## src/inc/pcl_regs.svh

```systemverilog
// Timing constants, instruction codes and mode codes of the parallel configuration loader
`ifndef PCL_REGS_SVH
`define PCL_REGS_SVH
`define PCL_MCLK_MHZ        40
`define PCL_T_CF2ST_NS      500
`define PCL_T_STATUS_MIN_US 45
`define PCL_T_STATUS_MAX_US 230
`define PCL_T_CD2UM_MIN_US  300
`define PCL_T_CD2UM_MAX_US  650
`define PCL_T_BYTE_LOAD_CLOCK_MAX_NS   10
`define PCL_CD2CU_MULT      4
`define PCL_CF2ST_CYC       ((`PCL_T_CF2ST_NS * `PCL_MCLK_MHZ) / 1000)
`define PCL_STATUS_HOLD_CYC (`PCL_T_STATUS_MIN_US * `PCL_MCLK_MHZ)
`define PCL_CD2UM_CYC       (`PCL_T_CD2UM_MIN_US * `PCL_MCLK_MHZ)
`define PCL_CD2CU_CYC       ((`PCL_CD2CU_MULT * `PCL_T_BYTE_LOAD_CLOCK_MAX_NS * `PCL_MCLK_MHZ + 999) / 1000)
`define PCL_IR_BYPASS       4'hF
`define PCL_IR_EXTEST       4'h0
`define PCL_IR_SAMPLE       4'h5
`define PCL_IR_PROGRAM      4'h2
`define PCL_MODE_FAST       2'h0
`define PCL_MODE_PASSIVE    2'h1
`define PCL_MODE_ACTIVE     2'h2
`endif

```

## src/inc/pcl_pkg.sv

```systemverilog
// Types of the parallel configuration loader
`default_nettype none
package pcl_pkg;
  typedef enum logic [6:0] {
    PCL_POR   = 7'h01,
    PCL_RESET = 7'h02,
    PCL_LOAD  = 7'h04,
    PCL_INIT  = 7'h08,
    PCL_USER  = 7'h10,
    PCL_JTAG  = 7'h20,
    PCL_ERROR = 7'h40
  } pcl_state_t;
  typedef enum logic [15:0] {
    TAP_RESET = 16'h0001, TAP_IDLE  = 16'h0002, TAP_SELDR = 16'h0004, TAP_CAPDR = 16'h0008,
    TAP_SHDR  = 16'h0010, TAP_EX1DR = 16'h0020, TAP_PSDR  = 16'h0040, TAP_EX2DR = 16'h0080,
    TAP_UPDR  = 16'h0100, TAP_SELIR = 16'h0200, TAP_CAPIR = 16'h0400, TAP_SHIR  = 16'h0800,
    TAP_EX1IR = 16'h1000, TAP_PSIR  = 16'h2000, TAP_EX2IR = 16'h4000, TAP_UPIR  = 16'h8000
  } pcl_tap_t;
  typedef struct packed {
    logic [1:0]  req_s;
    logic [1:0]  sts_s;
    logic [2:0]  byte_load_clock_s;
    logic [15:0] data_s;
    logic [2:0]  uclk_s;
    logic [3:0]  load_mode_select_s;
    logic [2:0]  tck_s;
    logic [1:0]  tms_s;
    logic [1:0]  tdi_s;
    pcl_state_t  st;
    pcl_tap_t    tap;
    logic [15:0] cnt;
    logic [31:0] bytes;
    logic [1:0]  falls;
    logic [15:0] ucnt;
    logic        uclk_en;
    logic [3:0]  ir_sh;
    logic [3:0]  ir;
    logic [7:0]  sh;
    logic [2:0]  bitn;
    logic        byp;
    logic        tdo;
    logic        tdo_oe;
    logic [7:0]  byte_q;
    logic        byte_v;
    logic        done;
    logic        sts_low;
    logic        serial_cfg;
    logic        asclk;
    logic [7:0]  udata;
  } pcl_reg_t;
endpackage
`default_nettype wire

```

## src/hw/pcl_loader.sv

```systemverilog
// Configuration loader: parallel, serial and test-port loading, start-up
// Summary of operation
// - In user mode a low request line starts a reconfiguration cycle.
// - Status line is held low for the whole power-on-reset delay.
// - Done output stays low after power-up and during configuration, except for the final byte in parallel mode.
// - After configuration the eight data pins act as user I/O per dual-purpose setting.
// - Done goes low within 500 ns of request going low.
// - Status goes low within 500 ns of request going low, except during a test-port load.
// - Status low pulse lasts 45 to 230 us unless the host stretches it.
// - Status released at most 230 us after request returns high.
// - With internal oscillator, user mode 300 to 650 us after done rises.
// - User init clock enabled only 4 max byte clock periods after done.
// - With user clock option, user mode after enable delay plus init cycles.
// - Test-port configuration overrides and aborts any other load at once.
// - In active serial mode the byte clock is not driven during test-port loading.
// - Secure variant refuses test-port programming after serial load; mandatory only.
// - TDI sampled on rising TCK.
// - TDO changes on falling TCK and floats when not shifting.
// - TAP evaluates TMS and moves only on rising TCK.
// - All user I/O pins float during test-port configuration.
// - Each byte captured on rising byte clock until done rises.
// - In parallel mode done rises one byte before the final byte.
`default_nettype none
`include "pcl_regs.svh"
module pcl_loader #(
  parameter int unsigned IMAGE_BYTES     = 1024,
  parameter int unsigned POR_CYCLES      = 4000,
  parameter int unsigned CD2UM_CYCLES    = `PCL_CD2UM_CYC,
  parameter int unsigned INIT_CLK_CYCLES = 3000,
  parameter int unsigned USER_IO_W       = 16,
  parameter bit          SECURE_VARIANT  = 1'b0
) (
  input  wire logic                 mclk_i,
  input  wire logic                 rst_i,
  input  wire logic                 config_request_n_i,
  input  wire logic                 config_status_n_i,
  output logic                      config_status_n_o,
  output logic                      config_status_n_oe_o,
  output logic                      config_complete_o,
  input  wire logic                 byte_load_clock_i,
  output logic                      byte_load_clock_o,
  output logic                      byte_load_clock_oe_o,
  input  wire logic [7:0]           data_i,
  output logic      [7:0]           data_o,
  output logic      [7:0]           data_oe_o,
  input  wire logic                 dual_purpose_drive_i,
  input  wire logic [7:0]           user_data_i,
  input  wire logic [1:0]           load_mode_select_i,
  input  wire logic                 user_init_clock_i,
  input  wire logic                 use_user_clock_i,
  input  wire logic                 auto_restart_i,
  input  wire logic                 load_error_i,
  input  wire logic                 tck_i,
  input  wire logic                 tms_i,
  input  wire logic                 tdi_i,
  output logic                      tdo_o,
  output logic                      tdo_oe_o,
  input  wire logic [USER_IO_W-1:0] user_io_oe_i,
  output logic      [USER_IO_W-1:0] user_io_oe_o,
  output logic      [7:0]           cfg_byte_o,
  output logic                      cfg_byte_valid_o,
  output logic                      user_mode_o
);
  import pcl_pkg::*;

  localparam logic [15:0] HOLD_LAST = 16'(`PCL_STATUS_HOLD_CYC - 1);
  localparam logic [15:0] POR_LAST  = 16'(POR_CYCLES - 1);
  localparam logic [15:0] UM_LAST   = 16'(CD2UM_CYCLES - 1);
  localparam logic [15:0] CU_LAST   = 16'(`PCL_CD2CU_CYC - 1);
  localparam logic [15:0] UCLK_LAST = 16'(INIT_CLK_CYCLES);
  localparam logic [31:0] FAST_LAST = 32'(IMAGE_BYTES - 1);
  localparam logic [31:0] SER_LAST  = 32'(IMAGE_BYTES);

  pcl_reg_t s_q;
  pcl_reg_t s_d;

  logic       req;
  logic       ext_sts;
  logic       byte_load_clock_rise;
  logic       byte_load_clock_fall;
  logic       uclk_rise;
  logic       tck_rise;
  logic       tck_fall;
  logic       tms;
  logic       tdi;
  logic [7:0] din;
  logic [1:0] load_mode_select;
  logic       prog_ir;
  logic       shifting;

  // Only second stages and the edge history are read
  assign req       = s_q.req_s[1];
  assign ext_sts   = s_q.sts_s[1];
  assign byte_load_clock_rise = s_q.byte_load_clock_s[1] & ~s_q.byte_load_clock_s[2];
  assign byte_load_clock_fall = ~s_q.byte_load_clock_s[1] & s_q.byte_load_clock_s[2];
  assign uclk_rise = s_q.uclk_s[1] & ~s_q.uclk_s[2];
  assign tck_rise  = s_q.tck_s[1] & ~s_q.tck_s[2];
  assign tck_fall  = ~s_q.tck_s[1] & s_q.tck_s[2];
  assign tms       = s_q.tms_s[1];
  assign tdi       = s_q.tdi_s[1];
  assign din       = s_q.data_s[15:8];
  assign load_mode_select      = s_q.load_mode_select_s[3:2];
  assign prog_ir   = (s_q.ir == `PCL_IR_PROGRAM);
  assign shifting  = (s_q.tap == TAP_SHDR) || (s_q.tap == TAP_SHIR);

  function automatic logic ir_allowed(input logic [3:0] code, input logic ser);
    logic mand;
    mand = (code == `PCL_IR_BYPASS) || (code == `PCL_IR_EXTEST) ||
           (code == `PCL_IR_SAMPLE);
    if (!SECURE_VARIANT) begin
      ir_allowed = 1'b1;
    end else begin
      ir_allowed = mand || ((code == `PCL_IR_PROGRAM) && !ser);
    end
  endfunction

  always_comb begin
    s_d = s_q;
    s_d.req_s  = {s_q.req_s[0], config_request_n_i};
    s_d.sts_s  = {s_q.sts_s[0], config_status_n_i};
    s_d.byte_load_clock_s = {s_q.byte_load_clock_s[1:0], byte_load_clock_i};
    s_d.data_s = {s_q.data_s[7:0], data_i};
    s_d.uclk_s = {s_q.uclk_s[1:0], user_init_clock_i};
    s_d.load_mode_select_s = {s_q.load_mode_select_s[1:0], load_mode_select_i};
    s_d.tck_s  = {s_q.tck_s[1:0], tck_i};
    s_d.tms_s  = {s_q.tms_s[0], tms_i};
    s_d.tdi_s  = {s_q.tdi_s[0], tdi_i};
    s_d.byte_v = 1'b0;
    s_d.udata  = user_data_i;
    s_d.asclk  = 1'b0;

    // Test access port; all movement on rising TCK only
    if (tck_rise) begin
      case (s_q.tap)
        TAP_RESET: s_d.tap = tms ? TAP_RESET : TAP_IDLE;
        TAP_IDLE:  s_d.tap = tms ? TAP_SELDR : TAP_IDLE;
        TAP_SELDR: s_d.tap = tms ? TAP_SELIR : TAP_CAPDR;
        TAP_CAPDR: s_d.tap = tms ? TAP_EX1DR : TAP_SHDR;
        TAP_SHDR:  s_d.tap = tms ? TAP_EX1DR : TAP_SHDR;
        TAP_EX1DR: s_d.tap = tms ? TAP_UPDR : TAP_PSDR;
        TAP_PSDR:  s_d.tap = tms ? TAP_EX2DR : TAP_PSDR;
        TAP_EX2DR: s_d.tap = tms ? TAP_UPDR : TAP_SHDR;
        TAP_UPDR:  s_d.tap = tms ? TAP_SELDR : TAP_IDLE;
        TAP_SELIR: s_d.tap = tms ? TAP_RESET : TAP_CAPIR;
        TAP_CAPIR: s_d.tap = tms ? TAP_EX1IR : TAP_SHIR;
        TAP_SHIR:  s_d.tap = tms ? TAP_EX1IR : TAP_SHIR;
        TAP_EX1IR: s_d.tap = tms ? TAP_UPIR : TAP_PSIR;
        TAP_PSIR:  s_d.tap = tms ? TAP_EX2IR : TAP_PSIR;
        TAP_EX2IR: s_d.tap = tms ? TAP_UPIR : TAP_SHIR;
        TAP_UPIR:  s_d.tap = tms ? TAP_SELDR : TAP_IDLE;
        default:   s_d.tap = TAP_RESET;
      endcase
      case (s_q.tap)
        TAP_RESET: s_d.ir = `PCL_IR_BYPASS;
        TAP_CAPIR: s_d.ir_sh = 4'h1;
        TAP_SHIR:  s_d.ir_sh = {tdi, s_q.ir_sh[3:1]};
        TAP_UPIR: begin
          // Refused codes fall back to bypass
          if (ir_allowed(s_q.ir_sh, s_q.serial_cfg)) begin
            s_d.ir = s_q.ir_sh;
          end else begin
            s_d.ir = `PCL_IR_BYPASS;
          end
          if ((s_q.ir_sh == `PCL_IR_PROGRAM) && ir_allowed(s_q.ir_sh, s_q.serial_cfg)) begin
            // Overrides any load under way, even mid-image
            s_d.st      = PCL_JTAG;
            s_d.bytes   = 32'h0;
            s_d.bitn    = 3'h0;
            s_d.done    = 1'b0;
            s_d.sts_low = 1'b0;
          end
        end
        TAP_CAPDR: s_d.byp = 1'b0;
        TAP_SHDR: begin
          if (prog_ir && s_q.st == PCL_JTAG) begin
            s_d.sh   = {tdi, s_q.sh[7:1]};
            s_d.bitn = s_q.bitn + 3'h1;
            if (s_q.bitn == 3'h7) begin
              s_d.byte_q = {tdi, s_q.sh[7:1]};
              s_d.byte_v = 1'b1;
              s_d.bytes  = s_q.bytes + 32'h1;
            end
          end else begin
            s_d.byp = tdi;
          end
        end
        default: s_d.ir = s_d.ir;
      endcase
    end
    if (tck_fall) begin
      s_d.tdo_oe = shifting;
      if (s_q.tap == TAP_SHIR) begin
        s_d.tdo = s_q.ir_sh[0];
      end else if (prog_ir) begin
        s_d.tdo = s_q.sh[0];
      end else begin
        s_d.tdo = s_q.byp;
      end
    end

    case (s_q.st)
      PCL_POR: begin
        s_d.sts_low = 1'b1;
        s_d.done    = 1'b0;
        s_d.cnt     = s_q.cnt + 16'h1;
        if (s_q.cnt >= POR_LAST) begin
          s_d.sts_low = 1'b0;
          s_d.st      = PCL_LOAD;
          s_d.bytes   = 32'h0;
          s_d.bitn    = 3'h0;
        end
      end
      PCL_RESET, PCL_ERROR: begin
        // Count from request high so release stays inside the 230 us bound
        s_d.cnt = req ? s_q.cnt + 16'h1 : 16'h0;
        if (s_q.sts_low && req && s_q.cnt >= HOLD_LAST) begin
          s_d.sts_low = 1'b0;
          if (s_q.st == PCL_RESET || auto_restart_i) begin
            s_d.st    = PCL_LOAD;
            s_d.bytes = 32'h0;
            s_d.bitn  = 3'h0;
          end
        end
      end
      PCL_LOAD: begin
        s_d.cnt = 16'h0;
        if (load_error_i) begin
          s_d.st      = PCL_ERROR;
          s_d.sts_low = 1'b1;
        end else if (ext_sts) begin
          // Bus held low by another party stretches the wait
          if (load_mode_select == `PCL_MODE_FAST) begin
            if (byte_load_clock_rise) begin
              s_d.byte_q = din;
              s_d.byte_v = 1'b1;
              s_d.bytes  = s_q.bytes + 32'h1;
              if (s_q.bytes + 32'h1 >= FAST_LAST) begin
                s_d.done  = 1'b1;
                s_d.st    = PCL_INIT;
                s_d.falls = 2'h0;
              end
            end
          end else begin
            s_d.asclk = (load_mode_select == `PCL_MODE_ACTIVE) ? ~s_q.asclk : 1'b0;
            if ((load_mode_select == `PCL_MODE_ACTIVE) ? (s_d.asclk & ~s_q.asclk) : byte_load_clock_rise) begin
              s_d.sh   = {din[0], s_q.sh[7:1]};
              s_d.bitn = s_q.bitn + 3'h1;
              if (s_q.bitn == 3'h7) begin
                s_d.byte_q = {din[0], s_q.sh[7:1]};
                s_d.byte_v = 1'b1;
                s_d.bytes  = s_q.bytes + 32'h1;
                if (s_q.bytes + 32'h1 >= SER_LAST) begin
                  s_d.done       = 1'b1;
                  s_d.serial_cfg = 1'b1;
                  s_d.st         = PCL_INIT;
                  s_d.falls      = 2'h0;
                end
              end
            end
          end
        end
      end
      PCL_JTAG: begin
        s_d.cnt = 16'h0;
        if (s_q.bytes >= SER_LAST) begin
          s_d.done  = 1'b1;
          s_d.st    = PCL_INIT;
          s_d.falls = 2'h2;
        end
      end
      PCL_INIT: begin
        s_d.cnt = s_q.cnt + 16'h1;
        if (byte_load_clock_fall && s_q.falls != 2'h2) begin
          s_d.falls = s_q.falls + 2'h1;
        end
        if (use_user_clock_i) begin
          if (s_q.cnt >= CU_LAST) begin
            s_d.uclk_en = 1'b1;
          end
          if (s_q.uclk_en && uclk_rise) begin
            s_d.ucnt = s_q.ucnt + 16'h1;
          end
          if (s_q.ucnt >= UCLK_LAST && s_q.falls == 2'h2) begin
            s_d.st = PCL_USER;
          end
        end else if (s_q.cnt >= UM_LAST && s_q.falls == 2'h2) begin
          s_d.st = PCL_USER;
        end
      end
      PCL_USER: s_d.cnt = 16'h0;
      default:  s_d.st = PCL_POR;
    endcase
    if (s_d.st != PCL_INIT) begin
      s_d.uclk_en = 1'b0;
      s_d.ucnt    = 16'h0;
    end

    // Request low aborts everything but a test-port load or the power-on delay
    if (!req && s_q.st != PCL_JTAG && s_q.st != PCL_POR) begin
      s_d.st      = PCL_RESET;
      s_d.sts_low = 1'b1;
      s_d.done    = 1'b0;
      s_d.cnt     = 16'h0;
      s_d.byte_v  = 1'b0;
    end
  end

  always_ff @(posedge mclk_i) begin
    if (rst_i) begin
      s_q        <= '0;
      s_q.req_s  <= 2'h3;
      s_q.sts_s  <= 2'h3;
      s_q.sts_low <= 1'b1;
      s_q.st     <= PCL_POR;
      s_q.tap    <= TAP_RESET;
      s_q.ir     <= `PCL_IR_BYPASS;
    end else begin
      s_q <= s_d;
    end
  end

  assign config_status_n_o    = 1'b0;
  assign config_status_n_oe_o = s_q.sts_low;
  assign config_complete_o    = s_q.done;
  assign byte_load_clock_o    = s_q.asclk;
  // Active serial clock silent whenever test port owns the load
  assign byte_load_clock_oe_o = (s_q.st == PCL_LOAD) && (load_mode_select == `PCL_MODE_ACTIVE);
  assign data_o               = s_q.udata;
  assign data_oe_o            = {8{(s_q.st == PCL_USER) && dual_purpose_drive_i}};
  assign user_io_oe_o         = (s_q.st == PCL_USER) ? user_io_oe_i : '0;
  assign tdo_o                = s_q.tdo;
  assign tdo_oe_o             = s_q.tdo_oe;
  assign cfg_byte_o           = s_q.byte_q;
  assign cfg_byte_valid_o     = s_q.byte_v;
  assign user_mode_o          = (s_q.st == PCL_USER);
endmodule
`default_nettype wire

```

## config.mk

```make
export PLATFORM = sky130hd
export DESIGN_NAME = pcl_loader
export DESIGN_NICKNAME = d
export VERILOG_FILES = /design/src/inc/pcl_pkg.sv /design/src/hw/pcl_loader.sv
export VERILOG_INCLUDE_DIRS = /design/src /design/src/inc
export SDC_FILE = /design/constraint.sdc
export NUM_CORES = 1
export LEC_CHECK = 0
export BUFFER_PORTS_ARGS = -buffer_cell sky130_fd_sc_hd__buf_2
export CORE_MARGIN = 2
export CORE_UTILIZATION = 60
export CTS_BUF_LIST = sky130_fd_sc_hd__clkbuf_4
export DETAILED_ROUTE_END_ITERATION = 10
export GPL_TIMING_DRIVEN = 0
export MAX_ROUTING_LAYER = met4
export PLACE_DENSITY_LB_ADDON = 0.12
export SLEW_MARGIN = 10
export SYNTH_ARGS = -nofsm -noshare
export SYNTH_HDL_FRONTEND = slang
export SYNTH_SLANG_ARGS = --single-unit
```

## constraint.sdc

```tcl
create_clock -name mclk_i -period 11.2 [get_ports mclk_i]
set_clock_uncertainty 0.2 [all_clocks]
set_input_delay 2.24 -clock mclk_i [delete_from_list [all_inputs] [get_ports mclk_i]]
set_output_delay 2.24 -clock mclk_i [all_outputs]
set_load 0.02 [all_outputs]
```

==> impl_metrics.py, run 1 <==
metrics = {
    "outcome": {
        "status": "finished clean",
    },
    "logic_synthesis": {
        "synth-compound-area-share": 0.160,
        "synth.area.mux_share": 0.0238,
        "yosys.area_share.adder": 0.0156,
        "syn_nets": 1136,
        "yosys.area_share.simple": 0.304,
        "synth_xor_area_frac": 0.0496,
        "yosys_warnings": 0,
        "synth-seq-cells": 169,
        "ys_types": 86,
        "ys_seq_area_frac": 0.383,
        "synth_area_mm2": 0.00882,
        "synth_top_family_by_area": "simple AND/OR/NAND/NOR gates",
        "synth-edff-count": 0,
        "async_reset_ff_frac": 0,
        "synth-main-ff-cell": "dfxtp_1",
        "postSynthAreaPerCell_um2": 8.19,
        "synthCells": 1078,
    },
    "critical_path": {
        "worstPathArrival_ns": 3.17,
        "start_kind": "flop",
        "worstPathRequired_ns": 8.76,
        "cp_max_fo": 10,
        "end_kind": "primary output",
        "critical_path_class": "flop to primary output",
    },
    "timing": {
        "timing.final.crit_share": 0.501,
        "rsz0062_at_grt": "false",
        "final_max_slew_viol_count": 0,
        "finalHoldViolCount": 0,
        "max_slew_margin": 0.310,
        "setup_slack_ns": 5.59,
        "setup_tns_ns": 0,
        "period_minus_slack_ns": 5.61,
        "max_freq_mhz": 178,
        "worst_slew_pin_slew_ns": 1.02,
        "finalSetupViolCount": 0,
    },
    "die": {
        "rows": 44,
        "start_util": 0.612,
        "die_y_um": 125,
        "die_w_um": 125,
        "core_area_mm2": 0.0144,
        "dieArea_mm2": 0.0157,
        "io_pins": 96,
    },
    "power": {
        "ir_worst_vdd_uv": 120,
        "p_sw_frac": 0.329,
        "combPwrFrac": 0.186,
        "p_leak_uw": 0.00367,
        "powerDensity_mw_per_mm2": 129,
        "power_switching_uw": 419,
        "sequentialPowerShare": 0.498,
        "clock_power_share": 0.316,
        "internal-power_uw": 854,
    },
    "global_routing": {
        "grt_usage": 0.284,
        "grt_start_max_net_pins": 20,
        "antenna_found_initial": 1,
        "grt_pass1_vias": 7509,
        "grt_pass1_wl_mm": 36.2,
        "overflow": 0,
    },
    "drt": {
        "post_drt_wl_per_cell_um": 15.7,
        "firstDrtPassIters": 5,
        "wl_mm": 21.8,
        "drt-initial-drc-count": 488,
        "drc_errors": 0,
        "ant_nets": 0,
        "vias": 8158,
        "routed_via_density": 5.87,
    },
    "final_layout": {
        "area_growth_pct": 11.9,
        "final_common_cell": "dfxtp_1",
        "regArea_mm2": 0.00338,
        "final_cells": 1390,
        "nFillCells": 1249,
        "multi_input_area_mm2": 0.00488,
        "drive_above_1_share": 0.171,
        "final_cell_mix": "dfxtp_1, nor2_1, buf_2",
        "final_nets": 1249,
    },
    "placement": {
        "placed_cells": 1356,
        "dp_hpwl_mm": 15.7,
        "place.gp.congestion": 0.939,
        "dp_worst_setup_slack_ns": 5.88,
        "port_buffers": 94,
    },
    "clocking": {
        "cts_setup_buffers": 0,
        "cts_resized": 0,
        "cts.clk_slew.worst_paths_ns": 0.16,
        "numCtsBuffers": 17,
        "clock_latency_ns": 0.61,
        "cts_buffer_depth": 2,
        "cts.sinks": 169,
        "htreeDepth": 4,
        "cts_tree": "done",
        "root_buffer": "clkbuf_4",
        "holdBufCountCts": 0,
    },
    "worst_hold_path": {
        "hold_path_class": "flop to flop",
    },
    "job": {
        "cap_viol_max_count": 0,
    },
}
==> routing by layer <==
metal	vias to the layer above	wire, um	global-route usage
met5	-	0	-
met4	0	468	0.0948
met3	51	1200	0.0573
met2	253	10200	0.436
met1	3812	9950	0.376
li1	4042	-	-
==> power groups by stage <==
stage / clock [uW] / combinational [uW] / sequential [uW]
3_3_place_gp: 0 / 234 / 645
6_report: 403 / 237 / 634
4_1_cts: 409 / 234 / 633
2_1_floorplan: 0 / 168 / 643
5_1_grt: 433 / 263 / 636
3_5_place_dp: 0 / 233 / 646
==> final cells by class <==
| type | instances | area share |
|---|---|---|
| Inverter | 20 | 0.00760 |
| Multi-Input combinational cell | 800 | 0.494 |
| Clock inverter | 15 | 0.0220 |
| Clock buffer | 17 | 0.0129 |
| Sequential cell | 169 | 0.343 |
| Buffer | 89 | 0.0493 |
| Timing Repair Buffer | 94 | 0.0476 |
| Tap cell | 184 | 0.0233 |
| Antenna cell | 2 | 0.000507 |
==> critical path, cell delays in order (launching register included) <==
cell      delay, ns
dfxtp_1        0.33
clkbuf_1       0.20
nor2_1         0.35
nand2_1        0.09
nor4b_1        0.61
clkbuf_1       0.35
and2_1         0.33
buf_4          0.15
buf_2          0.15
==> registers in the layout, indices dropped and copies added (netlist names) <==
name / flops
config_complete_o: 1
din: 8
tdo_oe_o: 1
config_status_n_oe_o: 1
s_d: 20
load_mode_select: 2
data_o: 8
tdo_o: 1
byte_load_clock_o: 1
s_q: 115
cfg_byte_o: 8
ext_sts: 1
cfg_byte_valid_o: 1
req: 1
==> final timing paths <==
check	startpoint	end	slack (ns)	cells after the start
worst min register to register	s_d[167]	ext_sts	0.23	1
worst max-delay path	s_q[127]	data_oe_o[2]	5.59	8
worst min-delay path	s_d[167]	ext_sts	0.23	1
worst max register to register	s_q[62]	s_q[59]	7.10	11
==> Yosys cell counts (all sizes together), types with 2 or more instances <==
cell / instances / area share
nor4: 20 / 0.016
or2: 9 / 0.0064
nor2b: 46 / 0.033
o31ai: 3 / 0.0031
nand2b: 6 / 0.0043
nor3: 29 / 0.018
or4: 10 / 0.0092
o211ai: 4 / 0.0034
o21bai: 2 / 0.0017
a211oi: 6 / 0.0051
and2: 21 / 0.015
o41a: 2 / 0.0026
a311oi: 11 / 0.011
nand3b: 12 / 0.012
ha: 11 / 0.016
a21oi: 60 / 0.034
and4: 9 / 0.0092
o41ai: 2 / 0.0020
inv: 20 / 0.0085
nand4b: 5 / 0.0050
nand2: 89 / 0.038
xor2: 25 / 0.025
clkbuf: 43 / 0.019
nand3: 38 / 0.024
o22a: 2 / 0.0021
a21o: 2 / 0.0017
a31oi: 14 / 0.012
nand4: 19 / 0.013
o22ai: 13 / 0.0092
o311ai: 2 / 0.0020
a41oi: 2 / 0.0020
buf: 46 / 0.036
mux2i: 21 / 0.024
nor2: 134 / 0.058
and3: 20 / 0.014
o21a: 3 / 0.0026
dfxtp: 169 / 0.38
xnor2: 25 / 0.025
nor3b: 12 / 0.010
or3: 11 / 0.0079
nor4b: 7 / 0.0084
o211a: 2 / 0.0023
a22oi: 19 / 0.018
o21ai: 56 / 0.032
==> kinds of logic after synthesis <==
family | after synthesis
and+or+nand+nor | 499
AOI/OAI and AO/OA | 218
DFF | 169
buffers and inverters | 109
xor gates and xnor gates | 50
muxes | 21
adders and majority gates | 11
other | 1
==> stage by stage <==
stage	total power (uW)	area (um2)	hold WS [ns]	util
3_5_place_dp	879	9520	0.200	0.660
5_1_grt	1330	9870	0.250	0.684
2_1_floorplan	811	8820	0.189	-
3_3_place_gp	879	9520	0.191	0.660
4_1_cts	1280	9870	0.240	0.684
6_report	1270	9870	0.235	0.685
Note: power is estimated with default switching activity, not from simulation.
==> inputs of run 2 (changes only) <==
CORE_UTILIZATION = 55   (was 60)
clock period = 4.9 ns   (was 11.2 ns; I/O delays follow)
==> run 2 against run 1 <==
Against the previous run:
- utilization decreased by 5.8 points
- via count decreased by 0.78%
- routed wire length increased by 2.9%
- sequential power increased by 130%
- global-route usage decreased by 1.2 points
- worst setup slack got worse by 5.0 ns
- clock-buffer cell count unchanged
- final area increased by 0.11%
==> impl_metrics.py, run 2 (synthesis results as in run 1) <==
metrics = {
    "drt": {
        "wl_mm": 22.4,
        "wl_met1_mm": 10.4,
        "firstDrtPassIters": 5,
        "drc_errors": 0,
        "drt-initial-drc-count": 502,
        "dr_wl_met3_mm": 1.19,
        "highest_layer": "met4",
        "routed_via_density": 5.70,
        "vias": 8094,
        "ant_nets": 0,
        "dr_wl_met2_mm": 10.3,
        "post_drt_wl_per_cell_um": 15.8,
    },
    "die": {
        "rows": 46,
        "core_area_mm2": 0.0158,
        "die_y_um": 131,
        "die_w_um": 131,
        "dieArea_mm2": 0.0171,
        "io_pins": 96,
        "start_util": 0.560,
    },
    "global_routing": {
        "grt_pass1_vias": 7401,
        "overflow": 0,
        "grt_start_max_net_pins": 21,
        "grt_usage": 0.272,
        "antenna_found_initial": 1,
        "grt_pass1_wl_mm": 36.3,
    },
    "clocking": {
        "cts_buffer_depth": 2,
        "holdBufCountCts": 0,
        "cts_setup_buffers": 0,
        "cts_resized": 0,
        "cts_tree": "done",
        "root_buffer": "clkbuf_4",
        "clock_latency_ns": 0.59,
        "htreeDepth": 4,
        "cts.clk_slew.worst_paths_ns": 0.17,
        "cts.sinks": 169,
        "numCtsBuffers": 17,
    },
    "critical_path": {
        "cp_num_buf_inv": 4,
        "cp_cell_sequence": "clkbuf_1 > nor2_1 > nand2_1 > nor4b_1 > clkbuf_1 > and2_1 > buf_4 > buf_2",
        "worstPathRequired_ns": 3.72,
        "critical_path_class": "flop to primary output",
        "cpPeakStageDelay_ns": 0.56,
        "worst_path_most_repeated_cell": "clkbuf_1",
        "start_kind": "flop",
        "cp_max_fo": 10,
        "cpMaxStageDelayCell": "nor4b_1",
        "crit_family": "simple AND/OR/NAND/NOR gates",
        "worstPathArrival_ns": 3.10,
        "end_kind": "primary output",
    },
    "final_layout": {
        "final_common_cell": "dfxtp_1",
        "regMostFlops": "s_q",
        "final_nets": 1249,
        "largest_reg_flops": 115,
        "nFillCells": 1469,
        "drive_above_1_share": 0.171,
        "final_cell_mix": "dfxtp_1, nor2_1, buf_2",
        "post-route-util": 0.627,
        "area_growth_pct": 12.0,
    },
    "timing": {
        "finalHoldViolCount": 0,
        "worst_slew_pin_slew_ns": 1.02,
        "setup_tns_ns": 0,
        "max_freq_mhz": 233,
        "finalSetupViolCount": 0,
        "timing.final.crit_share": 0.874,
        "final_max_slew_viol_count": 0,
        "rsz0062_at_grt": "false",
        "max_slew_margin": 0.313,
        "period_minus_slack_ns": 4.28,
    },
    "placement": {
        "place.gp.congestion": 0.930,
        "dp_hpwl_mm": 16.1,
        "port_buffers": 94,
    },
    "power": {
        "ir_worst_vdd_uv": 328,
        "p_leak_uw": 0.00366,
        "powerDensity_mw_per_mm2": 291,
    },
    "job": {
        "cap_viol_max_count": 0,
    },
    "worst_hold_path": {
        "hold_path_class": "flop to flop",
    },
    "outcome": {
        "status": "finished clean",
    },
}
[run 2: changes by cell type in the layout (fill, tap and decap cells not counted)]
cell / previous run / this run
clkinv_4: 0 / 2
inv_6: 4 / 3
diode_2: 2 / 1
clkinvlp_4: 1 / 0
inv_12: 0 / 2
bufinv_16: 2 / 0
[run 2: path summary, 6_finish.rpt]
kind | slack, ns | startpoint | endpoint | depth (start not counted)
worst min register to register | 0.23 | s_d[167] | ext_sts | 1
worst min-delay path | 0.23 | s_d[167] | ext_sts | 1
worst max-delay path | 0.62 | s_q[127] | data_oe_o[4] | 8
worst max register to register | 0.84 | s_q[62] | s_q[52] | 11
[run 2: worst reg2reg max path: cells and delay by family, from the launching register on]
kind	cells	cell delay, ns
flops	1	0.48
buf+inv	1	0.19
fa+ha+maj	1	0.33
compound gates	1	0.29
xor+xnor	1	0.18
simple gates	7	2.29
[run 2: layout make-up]
type	instances	area [um2]	share of cell area
inverters	20	75.1	0.00759
plain buffers	89	487	0.0492
flip-flops and latches	169	3380	0.342
diodes	1	2.50	0.000253
multi-input cells	800	4880	0.493
clock inverters	15	191	0.0194
repair buffers	94	470	0.0476
clock buffers	17	128	0.0129
well taps	216	270	0.0273
[run 2: layer usage]
layer / vias up / global-route usage
met5: - / -
met4: 0 / 0.0889
met3: 49 / 0.0513
met2: 237 / 0.416
met1: 3778 / 0.364
li1: 4030 / -
[run 2: power breakdown]
group | internal [uW] | switching [uW] | total, uW
sequential | 1410 | 34.4 | 1450
clock | 251 | 614 | 865
combinational | 201 | 358 | 559
[run 2: per-stage QoR]
| step | std cells | setup WS [ns] | hold slack (ns) | instance area (um2) | power, uW |
|---|---|---|---|---|---|
| finish | 1421 | 0.615 | 0.234 | 9890 | 2870 |
| global route | 1421 | 0.228 | 0.268 | 9890 | 3000 |
| CTS | 1420 | 0.593 | 0.233 | 9880 | 2880 |
| detailed placement | 1388 | 0.893 | 0.195 | 9560 | 2020 |
| global placement | 1388 | 0.928 | 0.192 | 9560 | 2010 |
| floorplan | 1078 | 1.37 | 0.189 | 8820 | 1850 |
==> inputs of run 3 (changes only) <==
CORE_UTILIZATION = 38   (was 55)
==> run 3 against run 2 <==
Against the previous run:
- sequential share of layout area decreased by 0.35 points
- largest cell class unchanged
- maximum frequency increased by 1.0%
- clock power increased by 2.9%
- flip-flop and latch count unchanged
- first-iteration DRC count up 9.8%
- worst setup slack gained 0.043 ns
==> impl_metrics.py, run 3 (synthesis results as in run 1) <==
metrics = {
    "outcome": {
        "status": "finished clean",
    },
    "die": {
        "io_pins": 96,
        "die_w_um": 156,
        "start_util": 0.389,
        "rows": 55,
        "die_y_um": 156,
        "dieArea_mm2": 0.0245,
        "core_area_mm2": 0.0227,
    },
    "drt": {
        "firstDrtPassIters": 5,
        "drc_errors": 0,
        "vias": 8022,
        "routed_via_density": 5.38,
        "drt-initial-drc-count": 551,
        "ant_nets": 0,
        "wl_mm": 23.7,
        "post_drt_wl_per_cell_um": 15.9,
    },
    "final_layout": {
        "final_nets": 1249,
        "regMostFlops": "s_q",
        "final_common_cell": "dfxtp_1",
        "area_growth_pct": 13.2,
        "final_cell_mix": "dfxtp_1, nor2_1, buf_2",
        "nFillCells": 2343,
        "drive_above_1_share": 0.171,
        "design_area_mm2": 0.00999,
        "largest_reg_flops": 115,
    },
    "clocking": {
        "cts.sinks": 169,
        "cts_setup_buffers": 0,
        "root_buffer": "clkbuf_4",
        "holdBufCountCts": 0,
        "cts.clk_slew.worst_paths_ns": 0.15,
        "cts_resized": 0,
        "htreeDepth": 4,
        "cts_buffer_depth": 2,
        "cts_tree": "done",
        "clock_latency_ns": 0.58,
        "numCtsBuffers": 17,
    },
    "timing": {
        "final_max_slew_viol_count": 0,
        "period_minus_slack_ns": 4.24,
        "finalHoldViolCount": 0,
        "setup_tns_ns": 0,
        "whs_ns": 0.228,
        "rsz0062_at_grt": "false",
        "timing.final.crit_share": 0.866,
        "finalSetupViolCount": 0,
        "setup_slack_ns": 0.658,
        "max_freq_mhz": 236,
        "worst_slew_pin_slew_ns": 1.02,
        "max_slew_margin": 0.315,
    },
    "placement": {
        "place.gp.congestion": 0.912,
        "dp_worst_setup_slack_ns": 0.847,
        "port_buffers": 94,
        "dp_hpwl_mm": 17.2,
        "dpl_cell_area_mm2": 0.00965,
    },
    "worst_hold_path": {
        "hold_path_class": "flop to flop",
    },
    "critical_path": {
        "end_kind": "primary output",
        "reg2reg_depth": 11,
        "rrSetupSlack_ns": 0.77,
        "critical_path_class": "flop to primary output",
        "cpMaxStageDelayCell": "nor4b_1",
        "cp-endpoint": "data_oe_o[7]",
        "crit_cells": 8,
        "worstPathRequired_ns": 3.72,
        "critPathLaunch": "s_q[127]",
        "cp_num_buf_inv": 4,
        "crit_family": "simple AND/OR/NAND/NOR gates",
        "r2r-start": "s_q[62]",
        "cp_cell_sequence": "clkbuf_1 > nor2_1 > nand2_1 > nor4b_1 > clkbuf_1 > and2_1 > buf_4 > buf_2",
        "start_kind": "flop",
        "worstPathArrival_ns": 3.06,
        "r2r_end": "s_q[52]",
        "cp_max_fo": 10,
        "worst_path_most_repeated_cell": "clkbuf_1",
        "cpPeakStageDelay_ns": 0.56,
    },
    "power": {
        "finalPower_uw": 2900,
        "p_leak_uw": 0.00366,
        "powerDensity_mw_per_mm2": 290,
        "ir_worst_vdd_uv": 164,
    },
    "global_routing": {
        "grt_pass1_wl_mm": 39.0,
        "grt_usage": 0.202,
        "overflow": 0,
        "grt_start_max_net_pins": 20,
        "grt_pass1_vias": 7625,
        "antenna_found_initial": 2,
    },
    "job": {
        "cap_viol_max_count": 0,
    },
}
[run 3: cell types whose count changed in the layout (fill, tap and decap cells not counted)]
cell        delta
clkinv_4       +1
diode_2        +1
clkinvlp_4     +1
inv_12         -2
inv_6          -2
bufinv_16      +1
clkinv_8       +1
[run 3: per-layer routing]
layer | GRT usage | share of wire | routed length [um]
met2 | 0.321 | 0.46 | 10900
met4 | 0.0459 | 0.012 | 278
met3 | 0.0393 | 0.041 | 984
met5 | - | 0 | 0
met1 | 0.268 | 0.49 | 11600
[run 3: worst min path at each step]
stage,startpoint,endpoint,slack [ns],cells after the start
after floorplan,s_d[167],ext_sts,0.19,1
after global placement,s_d[167],ext_sts,0.19,1
after detailed placement,s_d[167],ext_sts,0.19,1
after CTS,s_d[167],ext_sts,0.23,1
after global routing,s_d[167],ext_sts,0.24,1
final,s_d[167],ext_sts,0.23,1
[run 3: layout make-up]
type                       instances  area [um2]  area share
multi-input combinational        800        4880       0.488
sequential                       169        3380       0.339
buffer                            89         487      0.0487
timing repair buffer              94         470      0.0471
tap                              285         357      0.0357
clock inverter                    15         204      0.0204
clock buffer                      17         128      0.0128
inverter                          20        75.1     0.00752
antenna                            2        5.00    0.000501
[run 3: through the flow]
stage | instances | util
after detailed placement | 1457 | 0.425
after floorplan | 1078 | -
after global routing | 1491 | 0.440
after global placement | 1457 | 0.425
after CTS | 1489 | 0.440
final | 1491 | 0.440
[run 3: worst reg2reg max path: stages, from the launching register on]
cell	delay, ns
dfxtp_1	0.46
ha_1	0.35
and4_4	0.31
nand3_4	0.11
or4_2	0.60
xnor2_1	0.17
or4_1	0.56
nor4_2	0.58
nand3b_4	0.16
a31oi_4	0.28
buf_6	0.19
nor2_1	0.05
[run 3: power breakdown]
group / internal (uW) / total [uW] / leakage [uW] / switching (uW)
Clock: 290 / 890 / 0.000169 / 599
Sequential: 1410 / 1450 / 0.00137 / 32.7
Combinational: 200 / 559 / 0.00212 / 358
Total: 1900 / 2900 / 0.00366 / 991
